$ cat src/rtl/bobe_pkg.sv
// package: constants, opcode patterns and state type of the bit/branch/call executor
package bobe_pkg;

  // ------------------------------------------------------------
  // widths
  // ------------------------------------------------------------
  localparam int PC_W = 15;
  localparam int INSTR_W = 14;
  localparam int FILE_AW = 7;
  localparam int DATA_W = 8;

  // ------------------------------------------------------------
  // instruction field positions
  // ------------------------------------------------------------
  localparam int FILE_LSB = 0;
  localparam int BIT_LSB = 7;
  localparam int REL_K_W = 9;
  localparam int CALL_K_W = 11;
  localparam int LATCH_HI_MSB = 6;
  localparam int LATCH_HI_LSB = 3;

  // ------------------------------------------------------------
  // opcode masks and match values
  // ------------------------------------------------------------
  localparam logic [13:0] BITOP_MASK = 14'h3C00;
  localparam logic [13:0] BIT_CLEAR_VAL = 14'h1000;
  localparam logic [13:0] BIT_SET_VAL = 14'h1400;
  localparam logic [13:0] SKIP_CLEAR_VAL = 14'h1800;
  localparam logic [13:0] SKIP_SET_VAL = 14'h1C00;
  localparam logic [13:0] CALL_MASK = 14'h3800;
  localparam logic [13:0] CALL_VAL = 14'h2000;
  localparam logic [13:0] REL_MASK = 14'h3E00;
  localparam logic [13:0] REL_VAL = 14'h3200;
  localparam logic [13:0] ACC_BR_VAL = 14'h000B;

  // ------------------------------------------------------------
  // reset value and increment
  // ------------------------------------------------------------
  localparam logic [PC_W-1:0] PC_ONE = 15'h0001;

  typedef enum logic [6:0] {
    BOBE_OP_NONE = 7'h01,
    BOBE_OP_BIT_CLEAR = 7'h02,
    BOBE_OP_BIT_SET = 7'h04,
    BOBE_OP_SKIP_CLEAR = 7'h08,
    BOBE_OP_SKIP_SET = 7'h10,
    BOBE_OP_REL_BRANCH = 7'h20,
    BOBE_OP_ACC_BRANCH = 7'h40
  } bobe_op_t;

  typedef struct packed {
    logic flush;
    logic pc_load;
    logic [PC_W-1:0] pc_target;
    logic push;
    logic [PC_W-1:0] push_data;
    logic file_we;
    logic [FILE_AW-1:0] file_waddr;
    logic [DATA_W-1:0] file_wdata;
  } bobe_state_t;

  localparam bobe_state_t STATE_RESET = '0;

endpackage

$ cat src/rtl/bobe_bit_if.sv
// interface: operand and result between executor and bit unit
`timescale 1ns/1ps
`default_nettype none
interface bobe_bit_if;
  logic [7:0] operand;
  logic [2:0] index;
  logic set;
  logic [7:0] result;
  logic tested;
  modport exec (output operand, output index, output set, input result, input tested);
  modport unit (input operand, input index, input set, output result, output tested);
endinterface
`default_nettype wire

$ cat src/rtl/bobe_bit_unit.sv
// module: single-bit modify and test on one file register value
`timescale 1ns/1ps
`default_nettype none
module bobe_bit_unit (
  bobe_bit_if.unit bif
);
  logic [7:0] mask;

  always_comb begin
    mask = 8'h01 << bif.index;
    // other bits pass through untouched
    bif.result = bif.set ? (bif.operand | mask) : (bif.operand & ~mask);
    bif.tested = |(bif.operand & mask);
  end
endmodule
`default_nettype wire

$ cat src/rtl/bobe_exec.sv
// module: executor for bit clear/set, bit-test skips, relative branches and call
// Behaviour
// - bit_clear_op zeroes bit b of file register f, keeps other bits, leaves flags alone.
// - bit_set_op sets bit b of file register f, keeps other bits, leaves flags alone.
// - relative_branch_op loads PC with PC+1 plus the sign-extended 9-bit offset, no flags.
// - relative_branch_op takes two cycles since the fetched next word is flushed.
// - branch_by_accumulator_op loads PC with PC+1 plus unsigned W in two cycles, no flags.
// - skip_if_bit_clear_op discards the next word as a no-op when the bit is zero.
// - skip_if_bit_set_op discards the next word as a no-op when the bit is one.
// - the bit-test skips modify no status flag either way.
// - call pushes PC+1 to return_stack_top then loads its 11-bit operand into PC[10:0].
// - call fills PC[14:11] from pc_high_latch bits 6 down to 3.
// - call takes two cycles and leaves all flags unchanged.
`timescale 1ns/1ps
`default_nettype none
module bobe_exec (
  input wire logic clk_i,
  input wire logic rst_i,
  input wire logic instr_valid_i,
  input wire logic [13:0] instr_i,
  input wire logic [14:0] pc_i,
  input wire logic [7:0] acc_i,
  input wire logic [7:0] pc_high_latch_i,
  input wire logic [7:0] file_rdata_i,
  output logic [6:0] file_raddr_o,
  output logic file_we_o,
  output logic [6:0] file_waddr_o,
  output logic [7:0] file_wdata_o,
  output logic pc_load_o,
  output logic [14:0] pc_target_o,
  output logic stack_push_o,
  output logic [14:0] return_stack_top_o,
  output logic discard_o,
  output logic handled_o
);
  // ------------------------------------------------------------
  // decode
  // ------------------------------------------------------------
  function automatic bobe_pkg::bobe_op_t decode(input logic [13:0] w);
    bobe_pkg::bobe_op_t op;
    op = bobe_pkg::BOBE_OP_NONE;
    if ((w & bobe_pkg::BITOP_MASK) == bobe_pkg::BIT_CLEAR_VAL) op = bobe_pkg::BOBE_OP_BIT_CLEAR;
    if ((w & bobe_pkg::BITOP_MASK) == bobe_pkg::BIT_SET_VAL) op = bobe_pkg::BOBE_OP_BIT_SET;
    if ((w & bobe_pkg::BITOP_MASK) == bobe_pkg::SKIP_CLEAR_VAL) op = bobe_pkg::BOBE_OP_SKIP_CLEAR;
    if ((w & bobe_pkg::BITOP_MASK) == bobe_pkg::SKIP_SET_VAL) op = bobe_pkg::BOBE_OP_SKIP_SET;
    if ((w & bobe_pkg::REL_MASK) == bobe_pkg::REL_VAL) op = bobe_pkg::BOBE_OP_REL_BRANCH;
    if (w == bobe_pkg::ACC_BR_VAL) op = bobe_pkg::BOBE_OP_ACC_BRANCH;
    return op;
  endfunction

  bobe_pkg::bobe_state_t cur;
  bobe_pkg::bobe_state_t next_cur;
  bobe_pkg::bobe_op_t op;
  logic live;
  logic is_call;
  logic [14:0] pc_inc;
  logic [14:0] rel_off;
  bobe_bit_if bif ();

  bobe_bit_unit u_bit (
    .bif(bif)
  );

  // ------------------------------------------------------------
  // combinational next state
  // ------------------------------------------------------------
  always_comb begin
    // a word arriving in the flush cycle is the discarded one
    live = instr_valid_i && !cur.flush;
    op = decode(instr_i);
    is_call = (instr_i & bobe_pkg::CALL_MASK) == bobe_pkg::CALL_VAL;
    pc_inc = pc_i + bobe_pkg::PC_ONE;
    rel_off = {{(bobe_pkg::PC_W - bobe_pkg::REL_K_W){instr_i[8]}}, instr_i[8:0]};
    bif.operand = file_rdata_i;
    bif.index = instr_i[bobe_pkg::BIT_LSB +: 3];
    bif.set = (op == bobe_pkg::BOBE_OP_BIT_SET);
    file_raddr_o = instr_i[bobe_pkg::FILE_LSB +: bobe_pkg::FILE_AW];
    handled_o = live && ((op != bobe_pkg::BOBE_OP_NONE) || is_call);
    // no status write path exists here: flags stay as they are
    next_cur = bobe_pkg::STATE_RESET;
    if (live && is_call) begin
      next_cur.push = 1'b1;
      next_cur.push_data = pc_inc;
      next_cur.pc_load = 1'b1;
      next_cur.pc_target = {pc_high_latch_i[bobe_pkg::LATCH_HI_MSB:bobe_pkg::LATCH_HI_LSB],
                            instr_i[bobe_pkg::CALL_K_W-1:0]};
      next_cur.flush = 1'b1;
    end else if (live) begin
      unique case (op)
        bobe_pkg::BOBE_OP_BIT_CLEAR, bobe_pkg::BOBE_OP_BIT_SET: begin
          next_cur.file_we = 1'b1;
          next_cur.file_waddr = file_raddr_o;
          next_cur.file_wdata = bif.result;
        end
        bobe_pkg::BOBE_OP_SKIP_CLEAR: begin
          next_cur.flush = !bif.tested;
        end
        bobe_pkg::BOBE_OP_SKIP_SET: begin
          next_cur.flush = bif.tested;
        end
        bobe_pkg::BOBE_OP_REL_BRANCH: begin
          next_cur.pc_load = 1'b1;
          next_cur.pc_target = pc_inc + rel_off;
          next_cur.flush = 1'b1;
        end
        bobe_pkg::BOBE_OP_ACC_BRANCH: begin
          next_cur.pc_load = 1'b1;
          next_cur.pc_target = pc_inc + {7'h00, acc_i};
          next_cur.flush = 1'b1;
        end
        bobe_pkg::BOBE_OP_NONE: begin
          next_cur.flush = 1'b0;
        end
      endcase
    end
  end

  // ------------------------------------------------------------
  // state register
  // ------------------------------------------------------------
  always_ff @(posedge clk_i) begin
    if (rst_i) begin
      cur <= bobe_pkg::STATE_RESET;
    end else begin
      cur <= next_cur;
    end
  end

  assign file_we_o = cur.file_we;
  assign file_waddr_o = cur.file_waddr;
  assign file_wdata_o = cur.file_wdata;
  assign pc_load_o = cur.pc_load;
  assign pc_target_o = cur.pc_target;
  assign stack_push_o = cur.push;
  assign return_stack_top_o = cur.push_data;
  assign discard_o = cur.flush;
endmodule
`default_nettype wire

$ cat config.mk
export PLATFORM = sky130hd
export DESIGN_NAME = bobe_exec
export DESIGN_NICKNAME = d
export VERILOG_FILES = /design/src/rtl/bobe_pkg.sv /design/src/rtl/bobe_bit_if.sv /design/src/rtl/bobe_bit_unit.sv /design/src/rtl/bobe_exec.sv
export SDC_FILE = /design/constraint.sdc
export NUM_CORES = 1
export LEC_CHECK = 0
export ABC_AREA = 1
export BUFFER_PORTS_ARGS = -buffer_cell sky130_fd_sc_hd__buf_2
export CAP_MARGIN = 15
export CORE_AREA = 2 2 100 102
export DETAILED_ROUTE_END_ITERATION = 8
export DIE_AREA = 0 0 102 104
export HOLD_SLACK_MARGIN = 0.12
export MAX_ROUTING_LAYER = met4
export PLACE_DENSITY = 0.53
export SLEW_MARGIN = 20
export SYNTH_ARGS = -nofsm -noshare
export SYNTH_HDL_FRONTEND = slang
export SYNTH_SLANG_ARGS = --single-unit
$ cat constraint.sdc
create_clock -name clk_i -period 3.05 [get_ports clk_i]
set_input_delay 0.4575 -clock clk_i [delete_from_list [all_inputs] [get_ports clk_i]]
set_output_delay 0.4575 -clock clk_i [all_outputs]
set_load 0.01 [all_outputs]
Word level (Yosys, flattened, before mapping)
Index checks and enable logic that the tools add are counted.

operators by class
  $add $sub $neg = 3
  eq/ne operators = 14
  shift operators = 1
  multiplexer cells = 13
  bitwise operators = 7
  reductions and logical operators = 12

operator list
  kind                     number
  $mux W17                 2
  $mux W16                 2
  $pmux W16 S2             1
  $and A8 B8 Y8            2
  $eq A4 B3 Y1 const B     4
  $add A15 B1 Y15 const B  1
  $add A15 B15 Y15         1
  $add A15 B8 Y15          1
  $eq A14 B4 Y1 const B    1
  $mux W8                  1
  $not A8 Y8               1
  $or A8 B8 Y8             1
  $reduce_or A8 Y1         1
  $shl A1 B3 Y8 const A    1
  $eq A7 B2 Y1 const B     1
  $eq A7 B3 Y1 const B     1
  $eq A7 B4 Y1 const B     1
  $eq A7 B5 Y1 const B     1
  $eq A7 B6 Y1 const B     1
  $eq A7 B7 Y1 const B     1
  $mux W7                  1
  $ne A7 B1 Y1 const B     1
  $mux W6                  1
  $reduce_or A2 Y1         3
  other kinds (13)         18

word-level totals
  register bits = 49
  output and inout port bits = 57
  logic and storage cells = 58

Longest topological paths before layout
Gate-level depths: netlist of the first run.

  depth in word-level cells = 12
  gate-level depth with buffers = 22

Modules after synthesis
Synthesis of the first run repeated with hierarchy kept, for this count alone.

second synthesis, totals
  cell total of the unflattened synthesis = 455
  area, all modules = 2997.9 µm²

by module, submodules not included
  module         times used  cells an instance  area an instance (µm²)
  bobe_exec      1           408                2742.6
  bobe_bit_unit  1           47                 255.2

Worst setup path after synthesis of the first run
Ideal clock, no wire load.

  kind = in2reg
  from = input port instr_i[7]
  to = register cur (netlist bit pc_target_o[13])
  library setup time = 113 ps
  arrival time = 2616 ps
  data required time = 2937 ps
  setup slack = 320 ps
  stages = 20
  buffers on the path = 0
  path through = inv_1 -> nand3_1 -> nor4_1 -> inv_1 -> o21ai_0 -> inv_1 -> ha_1 -> nand3_1 -> nand3_1 -> nand2_1 -> nand2_1 -> nand2_1 -> nand3_1 -> nand2_1 -> o21bai_4 -> nand2_2 -> nand2_1 -> nand2_1 -> nand3_1 -> nand2_1

between the ends
  word-level cells in the longest chain between the ends = 6

RTL lines
  item                                                      line              source
  start, declared                                           bobe_exec.sv:20   input wire logic [13:0] instr_i,
  branches (longest 3 deep; another with $add A15 B15 Y15)  -
  $pmux W16 S2 *                                            bobe_exec.sv:89   unique case (op)
  $mux W17 *                                                bobe_exec.sv:88   end else if (live) begin
  $mux W17 *                                                bobe_exec.sv:81   if (live && is_call) begin
  end signal, assigned                                      bobe_exec.sv:123  cur <= bobe_pkg::STATE_RESET;
  end signal, assigned                                      bobe_exec.sv:125  cur <= next_cur;
  end, declared                                             bobe_exec.sv:51   bobe_pkg::bobe_state_t cur;

Mark *: on every way between the ends.
A chain may end at the register's enable or synchronous reset.

Worst setup path after layout of the first run
  from = input port pc_i[0]
  to = register cur (netlist bit pc_target_o[13])

between the ends
  word-level cells in the longest chain between the ends = 5

RTL lines
  item                                                        line                                source
  start, declared                                             bobe_exec.sv:21                     input wire logic [14:0] pc_i,
  $add A15 B1 Y15 *                                           bobe_exec.sv:72                     pc_inc = pc_i + bobe_pkg::PC_ONE;
  net pc_inc[6]                                               bobe_exec.sv:56                     logic [14:0] pc_inc;
  $add A15 B8 Y15 / $add A15 B15 Y15 (equally long branches)  bobe_exec.sv:108, bobe_exec.sv:103
  $pmux W16 S2 *                                              bobe_exec.sv:89
  $mux W17 *                                                  bobe_exec.sv:88
  $mux W17 *                                                  bobe_exec.sv:81

The timed path passes the listed nets; every way through them passes the cells marked *.

==> impl_metrics.py, run 1 <==
metrics = {
    "outcome": {
        "status": "complete, no violations",
    },
    "timing": {
        "slew_violations": 0,
        "worst_clock_skew_ps": 9.86,
        "fmax_mhz": 373,
        "final.min_clock_period_ps": 2680,
        "finalHoldViolCount": 0,
        "slew_headroom": 0.680,
        "finalSetupViolations": 0,
        "worst_pin_slew_ps": 479,
        "period_share": 0.878,
        "whs_ps": 338,
        "setup_ws_ps": 372,
        "rsz0062_at_grt": "false",
    },
    "power_and_ir_drop": {
        "power_frac_comb": 0.236,
        "sw_frac_of_total": 0.315,
        "total_leakage_power_nw": 2.10,
        "ir_drop_mv": 0.194,
        "clkPwrFrac": 0.289,
        "p_seq_frac": 0.475,
        "powerDensity_mw_per_mm2": 357,
        "p_int_mw": 0.937,
        "switchingPower_mw": 0.431,
    },
    "drt": {
        "ant_nets": 0,
        "drc": 0,
        "routedWlPerCell_microns": 11.7,
        "via_per_inst": 4.39,
        "drt-initial-drc-count": 105,
        "vias": 3105,
        "dr.pass1.iters": 4,
        "totalWireLength_mm": 8.29,
    },
    "critical_path": {
        "startpoint_type": "primary input",
        "timing.rr.end": "return_stack_top_o[2]",
        "path_max_fanout": 4,
        "ff2ff_setup_slack_ps": 1330,
        "crit_top_cell": "nand2_1",
        "crit_arrival_ps": 2890,
        "crit_required_ps": 3260,
        "worstSetupEndpointType": "flop",
        "crit_slowest_cell": "a21boi_0",
        "r2r_start": "discard_o",
        "max_stage_delay_ps": 330,
        "reg2reg_depth": 7,
        "criticalPathCategory": "primary input to flop",
        "crit_chain": "buf_2 -> ha_1 -> nand2_1 -> nor2_2 -> inv_1 -> nor2_1 -> a21boi_0 -> buf_4 -> ha_1 -> nand2_1 -> inv_1 -> a21oi_1 -> nand2_1 -> nand2_1 -> nand3_1 -> nand2_1 -> o21bai_4 -> nand2_2 -> nand3_1 -> nand3_1 -> nand2_1",
    },
    "synthesis": {
        "syn_avg_cell_area_sq_um": 6.54,
        "synth_ff_type": "dfxtp_1",
        "syn_nets": 519,
        "synth_top_area_frac": 0.331,
        "synthCells": 453,
        "yosysSeqAreaShare": 0.331,
        "yosys.cell_types.count": 39,
        "synth_top_cell_by_area": "dfxtp_1",
        "syn-cell-area_sq_mm": 0.00296,
        "ys_seq_elements": 49,
        "async_flop_share": 0,
        "yosysWarnings": 0,
        "synth_edf_count": 0,
        "synth_area_leaders": "dfxtp_1 33%, nand2_1 15%, inv_1 8.2%, nor2_1 8.0%, nand3_1 5.4%",
    },
    "global_route": {
        "grt_pass1_wl_mm": 13.5,
        "antenna_found_initial": 0,
        "grtUsageTotal": 0.162,
        "overflow": 0,
        "grt_pass1_vias": 2930,
        "grt_max_degree": 27,
    },
    "cts": {
        "cts_tree": "yes",
        "cts_root_buf": "clkbuf_8",
        "clock_sinks": 49,
        "numCtsBuffers": 5,
        "cts.clk_slew.worst_paths_ps": 100,
        "clock_latency_ps": 310,
        "cts_buffer_depth": 2,
        "postCtsHoldBufs": 0,
        "cts_max_level": 2,
    },
    "hold_path": {
        "hp-class": "primary input to flop",
        "hold_end": "pc_target_o[14]",
        "min_from": "pc_high_latch_i[6]",
        "worstHoldPathCells": 3,
    },
    "finish": {
        "drive_above_1_share": 0.297,
        "area_delta_synth_final_pct": 29.2,
        "nNetsFinal": 640,
        "final_common_cell": "nand2_1",
        "diodes": 0,
        "fillers": 1077,
        "layout.cells.most_common_list": "116 x nand2_1, 108 x buf_2, 65 x inv_1",
    },
    "die": {
        "pin_count": 113,
        "die_x_microns": 102,
        "num_rows": 36,
        "die_area_sq_mm": 0.0106,
        "die_h_microns": 104,
        "core_area_sq_mm": 0.00955,
        "initial_core_util": 0.310,
    },
    "place": {
        "hpwl_mm": 6.89,
        "portBuffers": 108,
        "post-place-ws_ps": 0.564,
        "gp_congestion": 0.843,
    },
    "job": {
        "drv_cap": 0,
    },
}
==> state kept, by name (all words and copies together), names as in the netlist <==
name                flops
file_we_o               1
pc_target_o            15
pc_load_o               1
file_waddr_o            7
file_wdata_o            8
stack_push_o            1
return_stack_top_o     15
discard_o               1
==> through the flow <==
| stage | cells | power, mW | TNS (ps) | instance area [sq um] | utilization |
|---|---|---|---|---|---|
| floorplan | 453 | 0.867 | 0 | 2960 | - |
| global placement | 700 | 0.984 | -30.7 | 3730 | 0.390 |
| global route | 708 | 1.45 | 0 | 3830 | 0.401 |
| CTS | 708 | 1.39 | 0 | 3810 | 0.400 |
| finish | 708 | 1.37 | 0 | 3830 | 0.401 |
| detailed placement | 700 | 0.986 | 0 | 3730 | 0.390 |
==> final cells by class <==
type | instances | area, sq um | share of cell area
Clock buffer | 6 | 72.6 | 0.0190
Inverter | 74 | 278 | 0.0726
Tap cell | 133 | 166 | 0.0435
Timing Repair Buffer | 126 | 676 | 0.177
Clock inverter | 2 | 15.0 | 0.00392
Sequential cell | 49 | 981 | 0.256
Multi-Input combinational cell | 318 | 1640 | 0.428
==> critical path: cells and delay by family <==
kind	cells	cell delay (ps)
compound gates	3	560
simple gates	12	980
fa+ha+maj	2	480
buf+inv	4	420
==> worst max-delay path by stage <==
stage,startpoint,to,depth (start not counted)
after CTS,instr_i[7],pc_target_o[13],22
final,pc_i[0],pc_target_o[13],21
after global routing,pc_i[0],pc_target_o[13],22
after global placement,instr_i[7],pc_target_o[13],22
after floorplan,instr_i[7],pc_target_o[13],20
after detailed placement,instr_i[7],pc_target_o[13],22
==> what timing repair did <==
action | in CTS | in global routing
buffers inserted | 0 | 0
setup endpoints to repair | 0 | 1
resized for setup | 0 | 2
==> power by group through the flow <==
stage / clock [mW] / combinational (mW) / sequential, mW
6_report: 0.395 / 0.323 / 0.649
3_5_place_dp: 0 / 0.322 / 0.665
2_1_floorplan: 0 / 0.198 / 0.669
5_1_grt: 0.428 / 0.371 / 0.650
4_1_cts: 0.414 / 0.324 / 0.650
3_3_place_gp: 0 / 0.320 / 0.664
==> synth_stat cells (4+ instances only) <==
cell      instances
nor2_1           63
dfxtp_1          49
xor2_1            4
nand4_1           8
nor3_1            8
ha_1              9
o21ai_0          14
buf_2             4
o22ai_1           7
inv_2             8
nand3_1          32
inv_1            65
a21oi_1          10
nand2_1         116
a211oi_1          4
buf_4             7
nor2_2            6
nand2_2           7
==> per-layer routing <==
layer,share of wire,routed length [microns],vias to the layer above,track usage
li1,-,-,1676,-
met1,0.47,3930,1338,0.207
met2,0.47,3900,85,0.273
met3,0.047,386,6,0.0208
met4,0.0093,77,0,0.0371
met5,0,0,-,-
==> kinds of logic after synthesis <==
family / share of synthesized area
simple gates: 0.382
buf+inv: 0.120
compound gates: 0.110
flops: 0.331
fa+ha+maj: 0.0448
xor+xnor: 0.0118
(Power assumes the default switching activity.)
==> inputs of run 2 (changes only) <==
--- a/config.mk
+++ b/config.mk
@@ -17,4 +17,5 @@
 export SLEW_MARGIN = 20
 export SYNTH_ARGS = -nofsm -noshare
 export SYNTH_HDL_FRONTEND = slang
+export SYNTH_HIERARCHICAL = 1
 export SYNTH_SLANG_ARGS = --single-unit
==> constraint.sdc (replaced) <==
create_clock -name clk_i -period 3.05 [get_ports clk_i]
set_input_delay 0.4575 -clock clk_i [delete_from_list [all_inputs] [get_ports clk_i]]
set_output_delay 0.4575 -clock clk_i [all_outputs]
set_load 0.02 [all_outputs]
==> impl_metrics.py, run 2 <==
metrics = {
    "drt": {
        "vias": 3228,
        "drt-initial-drc-count": 150,
        "dr.pass1.iters": 4,
        "drc": 0,
        "totalWireLength_mm": 8.49,
        "ant_nets": 0,
        "routedWlPerCell_microns": 11.8,
        "via_per_inst": 4.48,
    },
    "critical_path": {
        "crit_slowest_cell": "or4_1",
        "crit_chain": "buf_2 -> inv_1 -> nand2_1 -> inv_1 -> nand3_1 -> or4_1 -> nor4_2 -> buf_4 -> nand2_1 -> nand2_1 -> ha_4 -> nand2_1 -> nand2_1 -> nand2_1 -> nand3_1 -> nand2_1 -> nor2_2 -> nor2_1 -> nor2_1 -> o21ai_1 -> nand3b_1 -> nand3_1 -> nand2_1",
        "r2r_start": "discard_o",
        "cp-endpoint": "pc_target_o[11]",
        "crit_arrival_ps": 2930,
        "timing.rr.end": "return_stack_top_o[14]",
        "crit_top_cell": "nand2_1",
        "worstSetupEndpointType": "flop",
        "cp.depth": 23,
        "path_max_fanout": 5,
        "reg2reg_depth": 7,
        "startpoint": "instr_i[10]",
        "startpoint_type": "primary input",
        "ff2ff_setup_slack_ps": 1400,
        "crit_required_ps": 3270,
        "criticalPathCategory": "primary input to flop",
        "cp_num_buf_inv": 4,
        "max_stage_delay_ps": 410,
        "crit_family": "simple AND/OR/NAND/NOR gates",
    },
    "synthesis": {
        "synthCells": 455,
        "yosysWarnings": 6,
        "async_flop_share": 0,
        "yosysMostFrequentCell": "nand2_1",
        "synth_compound_area_frac": 0.0856,
        "syn-cell-area_sq_mm": 0.00300,
        "synth_top_family_by_area": "simple AND/OR/NAND/NOR gates",
        "synth_ff_type": "dfxtp_1",
        "yosys.cell_types.count": 39,
        "synth_top_cell_by_area": "dfxtp_1",
        "synthMuxAreaShare": 0,
        "syn_avg_cell_area_sq_um": 6.59,
        "synth_area_leaders": "dfxtp_1 33%, nand2_1 14%, inv_1 8.1%, nor2_1 7.5%, nand3_1 6.5%",
        "synth-xor-area-share": 0.0205,
        "synth_edf_count": 0,
        "ys_seq_elements": 49,
        "yosys.area_share.adder": 0.0442,
        "synth_top_area_frac": 0.327,
        "yosysSeqAreaShare": 0.327,
        "synthTopCellsByCount": "109 x nand2_1, 65 x inv_1, 60 x nor2_1",
        "syn_nets": 521,
        "synth-simple-area-share": 0.397,
    },
    "finish": {
        "area_delta_synth_final_pct": 32.6,
        "stdcell_count": 721,
        "layout.cells.most_common_list": "109 x nand2_1, 108 x buf_2, 64 x inv_1",
        "nNetsFinal": 653,
        "drive_above_1_share": 0.303,
        "diodes": 0,
        "final_common_cell": "nand2_1",
    },
    "power_and_ir_drop": {
        "p_int_mw": 1.04,
        "power_frac_comb": 0.239,
        "powerDensity_mw_per_mm2": 376,
        "ir_drop_mv": 0.270,
        "p_seq_frac": 0.435,
        "clkPwrFrac": 0.327,
        "sw_frac_of_total": 0.303,
        "total_leakage_power_nw": 2.18,
        "switchingPower_mw": 0.453,
    },
    "timing": {
        "setup_ws_ps": 332,
        "slew_headroom": 0.680,
        "fmax_mhz": 368,
        "slew_violations": 0,
        "period_share": 0.891,
        "finalSetupViolations": 0,
        "final.min_clock_period_ps": 2720,
        "finalHoldViolCount": 0,
        "worst_pin_slew_ps": 479,
        "rsz0062_at_grt": "false",
        "worst_clock_skew_ps": 11.2,
    },
    "place": {
        "gp_congestion": 0.835,
        "post-place-ws_ps": -99.6,
        "hpwl_mm": 6.88,
        "portBuffers": 108,
        "placed_cells": 713,
    },
    "cts": {
        "cts_max_level": 2,
        "cts.clk_slew.worst_paths_ps": 110,
        "clock_latency_ps": 310,
        "post-cts-setup-buffer-count": 0,
        "cts_root_buf": "clkbuf_8",
        "clock_sinks": 49,
        "cts_buffer_depth": 2,
        "cts_tree": "yes",
        "numCtsBuffers": 5,
    },
    "global_route": {
        "grtUsageTotal": 0.166,
        "antenna_found_initial": 0,
        "grt_pass1_vias": 3084,
        "grt_max_degree": 26,
        "overflow": 0,
        "grt_pass1_wl_mm": 14.0,
    },
    "die": {
        "num_rows": 36,
        "die_x_microns": 102,
        "pin_count": 113,
        "die_area_sq_mm": 0.0106,
        "core_area_sq_mm": 0.00955,
        "initial_core_util": 0.314,
        "die_h_microns": 104,
    },
    "hold_path": {
        "min_from": "pc_high_latch_i[4]",
        "hp-class": "primary input to flop",
    },
    "job": {
        "drv_cap": 0,
    },
    "outcome": {
        "status": "complete, no violations",
    },
}
run 2: worst register-to-register path: stages (launching register included):
cell and delay [ps]:
dfxtp_1 330, nor2_1 210, inv_1 60, nor2_1 90
inv_1 100, nor2_2 260, inv_2 280, nor3_1 250
run 2: repair_timing:
item | in CTS | in global routing
hold buffers | 0 | 0
endpoints found under the setup margin | 0 | 7
gates resized for setup | 0 | 6
run 2: area by class of cell:
class                      count  area [sq um]
fill                        1080          5570
clock inverter                 3          46.3
sequential                    49           981
timing repair buffer         139           773
tap                          133           166
clock buffer                   5          68.8
multi-input combinational    321          1670
inverter                      71           272
run 2: how the worst min path moves through the flow:
stage          slack, ps  cells past startpoint                    end
5_1_grt              330                      3        pc_target_o[13]
3_5_place_dp         650                      3         pc_target_o[9]
4_1_cts              330                      3        pc_target_o[12]
3_3_place_gp         640                      3         pc_target_o[9]
6_report             340                      3        pc_target_o[12]
2_1_floorplan        530                      1  return_stack_top_o[0]
run 2: routing by layer:
layer	wire length [microns]	vias to the layer above	GRT usage
li1	-	1712	-
met4	125	0	0.0429
met1	4040	1417	0.217
met5	0	-	-
met2	3980	89	0.267
met3	352	10	0.0262
run 2: power groups by stage:
stage               combinational [mW]  clock (mW)  sequential, mW
floorplan                        0.209           0           0.674
global placement                 0.347           0           0.664
detailed placement               0.350           0           0.664
CTS                              0.352       0.503           0.649
global route                     0.405       0.523           0.650
finish                           0.357       0.488           0.649
run 2: logic make-up after synthesis:
family,Yosys count
xor gates and xnor gates,7
buffers and inverters,85
DFF,49
adders and majority gates,10
AOI/OAI and AO/OA,47
and+or+nand+nor,257
run 2: through the flow:
stage	hold WS (ps)	power [mW]	utilization	instance area (sq um)	TNS (ps)
final	337	1.49	0.416	3980	0
after global routing	334	1.58	0.416	3980	0
after CTS	330	1.50	0.414	3950	0
after detailed placement	647	1.01	0.401	3830	-394
after global placement	643	1.01	0.401	3830	-116
after floorplan	530	0.883	-	3000	0
==> inputs of run 3 (changes only) <==
--- a/config.mk
+++ b/config.mk
@@ -13,7 +13,7 @@
 export DIE_AREA = 0 0 102 104
 export HOLD_SLACK_MARGIN = 0.12
 export MAX_ROUTING_LAYER = met4
-export PLACE_DENSITY = 0.53
+export PLACE_DENSITY_LB_ADDON = 0.12
 export SLEW_MARGIN = 20
 export SYNTH_ARGS = -nofsm -noshare
 export SYNTH_HDL_FRONTEND = slang
==> impl_metrics.py, run 3 (synthesis gave the netlist of run 2 again) <==
metrics = {
    "cts": {
        "clock_sinks": 49,
        "clock_latency_ps": 300,
        "numCtsBuffers": 5,
        "cts.clk_slew.worst_paths_ps": 90,
        "cts_max_level": 2,
        "cts_tree": "yes",
        "cts_root_buf": "clkbuf_8",
        "cts_buffer_depth": 2,
        "postCtsHoldBufs": 0,
    },
    "timing": {
        "finalSetupViolations": 0,
        "worst_pin_slew_ps": 484,
        "period_share": 0.938,
        "whs_ps": 342,
        "finalHoldViolCount": 0,
        "worst_clock_skew_ps": 9.88,
        "slew_violations": 0,
        "fmax_mhz": 349,
        "final.min_clock_period_ps": 2860,
        "setup_ws_ps": 188,
        "slew_headroom": 0.677,
    },
    "finish": {
        "diodes": 0,
        "nNetsFinal": 655,
        "layout.cells.most_common_list": "108 x buf_2, 104 x nand2_1, 63 x inv_1",
        "drive_above_1_share": 0.336,
        "area_delta_synth_final_pct": 35.2,
        "final_common_cell": "buf_2",
        "fillers": 1111,
    },
    "global_route": {
        "antenna_found_initial": 0,
        "grt_pass1_wl_mm": 14.1,
        "grt_max_degree": 26,
        "overflow": 0,
        "grt_pass1_vias": 3074,
        "grtUsageTotal": 0.169,
    },
    "critical_path": {
        "r2r_start": "discard_o",
        "ff2ff_setup_slack_ps": 1450,
        "crit_arrival_ps": 3060,
        "startpoint_type": "primary input",
        "criticalPathCategory": "primary input to flop",
        "reg2reg_depth": 9,
        "timing.rr.end": "pc_target_o[8]",
        "path_max_fanout": 4,
        "worstSetupEndpointType": "flop",
        "crit_required_ps": 3250,
    },
    "drt": {
        "drc": 0,
        "via_per_inst": 4.47,
        "vias": 3228,
        "drt-initial-drc-count": 93,
        "dr.pass1.iters": 4,
        "routedWlPerCell_microns": 12.0,
        "totalWireLength_mm": 8.66,
        "ant_nets": 0,
    },
    "die": {
        "pin_count": 113,
        "die_area_sq_mm": 0.0106,
        "core_area_sq_mm": 0.00955,
        "initial_core_util": 0.314,
        "num_rows": 36,
        "die_h_microns": 104,
        "die_x_microns": 102,
    },
    "place": {
        "gp_congestion": 0.849,
        "portBuffers": 108,
        "post-place-ws_ps": -127,
        "hpwl_mm": 6.94,
    },
    "hold_path": {
        "hp-class": "primary input to flop",
        "min_from": "pc_i[0]",
        "hold_end": "return_stack_top_o[0]",
        "worstHoldPathCells": 2,
    },
    "job": {
        "drv_cap": 0,
    },
    "power_and_ir_drop": {
        "total_leakage_power_nw": 2.19,
        "powerDensity_mw_per_mm2": 350,
        "ir_drop_mv": 0.168,
    },
    "outcome": {
        "status": "complete, no violations",
    },
}
-- run 3: cell types whose count changed in the layout (fill, tap and decap cells not counted), sizes merged --
cell | before | now
bufinv | 1 | 0
buf | 139 | 141
clkinvlp | 1 | 0
clkbuf | 5 | 7
clkinv | 2 | 1
-- run 3: critical path, stage by stage --
cell      delay, ps
buf_2           110
inv_2            50
nand2_2          60
inv_2            60
nand3_1          60
or4_4           440
nor4_4          290
buf_4           170
nand2_1          50
nand2_1          90
ha_4            210
nand2_1          70
nand2_1          60
nand2_1          70
nand3_2          90
nand2_2         100
nor2_4           50
nor2_1          110
nor2_2           70
o21ai_2         150
nand3b_1        110
nand3_2          90
nand2_1          50
-- run 3: area by class of cell --
| class | count | area, sq um | area share |
|---|---|---|---|
| inverter | 71 | 272 | 0.0670 |
| clock buffer | 7 | 86.3 | 0.0213 |
| sequential | 49 | 981 | 0.242 |
| multi-input combinational | 321 | 1760 | 0.434 |
| tap | 133 | 166 | 0.0410 |
| timing repair buffer | 141 | 788 | 0.194 |
-- run 3: per-layer routing --
| metal | up-vias | GRT usage | routed length [microns] |
|---|---|---|---|
| li1 | 1714 | - | - |
| met1 | 1420 | 0.208 | 3930 |
| met2 | 88 | 0.291 | 4250 |
| met3 | 6 | 0.0262 | 413 |
| met4 | 0 | 0.0333 | 65 |
| met5 | - | - | 0 |
-- run 3: power by group --
| group | leakage [nW] | switching, mW | internal (mW) |
|---|---|---|---|
| Clock | 0.0443 | 0.212 | 0.181 |
| Sequential | 0.396 | 0.00173 | 0.647 |
| Combinational | 1.75 | 0.223 | 0.157 |
-- run 3: timing repair --
item / CTS / global route
endpoints found under the setup margin: 0 / 7
buffers inserted: 0 / 1
endpoints found under the hold margin: 0 / 0
gates resized for setup: 0 / 28
-- run 3: per-stage QoR --
step	power [mW]	instance area (sq um)	utilization	setup TNS, ps	cells
detailed placement	1.02	3840	0.402	-427	714
CTS	1.42	3930	0.411	0	721
floorplan	0.883	3000	-	0	455
global placement	1.02	3840	0.402	-248	714
finish	1.42	4050	0.425	0	722
global route	1.52	4050	0.425	-64.5	722
-- run 3: worst max path at each step --
stage	end	depth (start not counted)	slack, ps	from
floorplan	pc_target_o[6]	18	260	instr_i[10]
global placement	pc_target_o[12]	22	-90	instr_i[10]
detailed placement	pc_target_o[12]	22	-130	instr_i[10]
CTS	pc_target_o[12]	22	170	instr_i[10]
global route	pc_target_o[6]	20	-30	instr_i[10]
finish	pc_target_o[11]	23	190	instr_i[10]
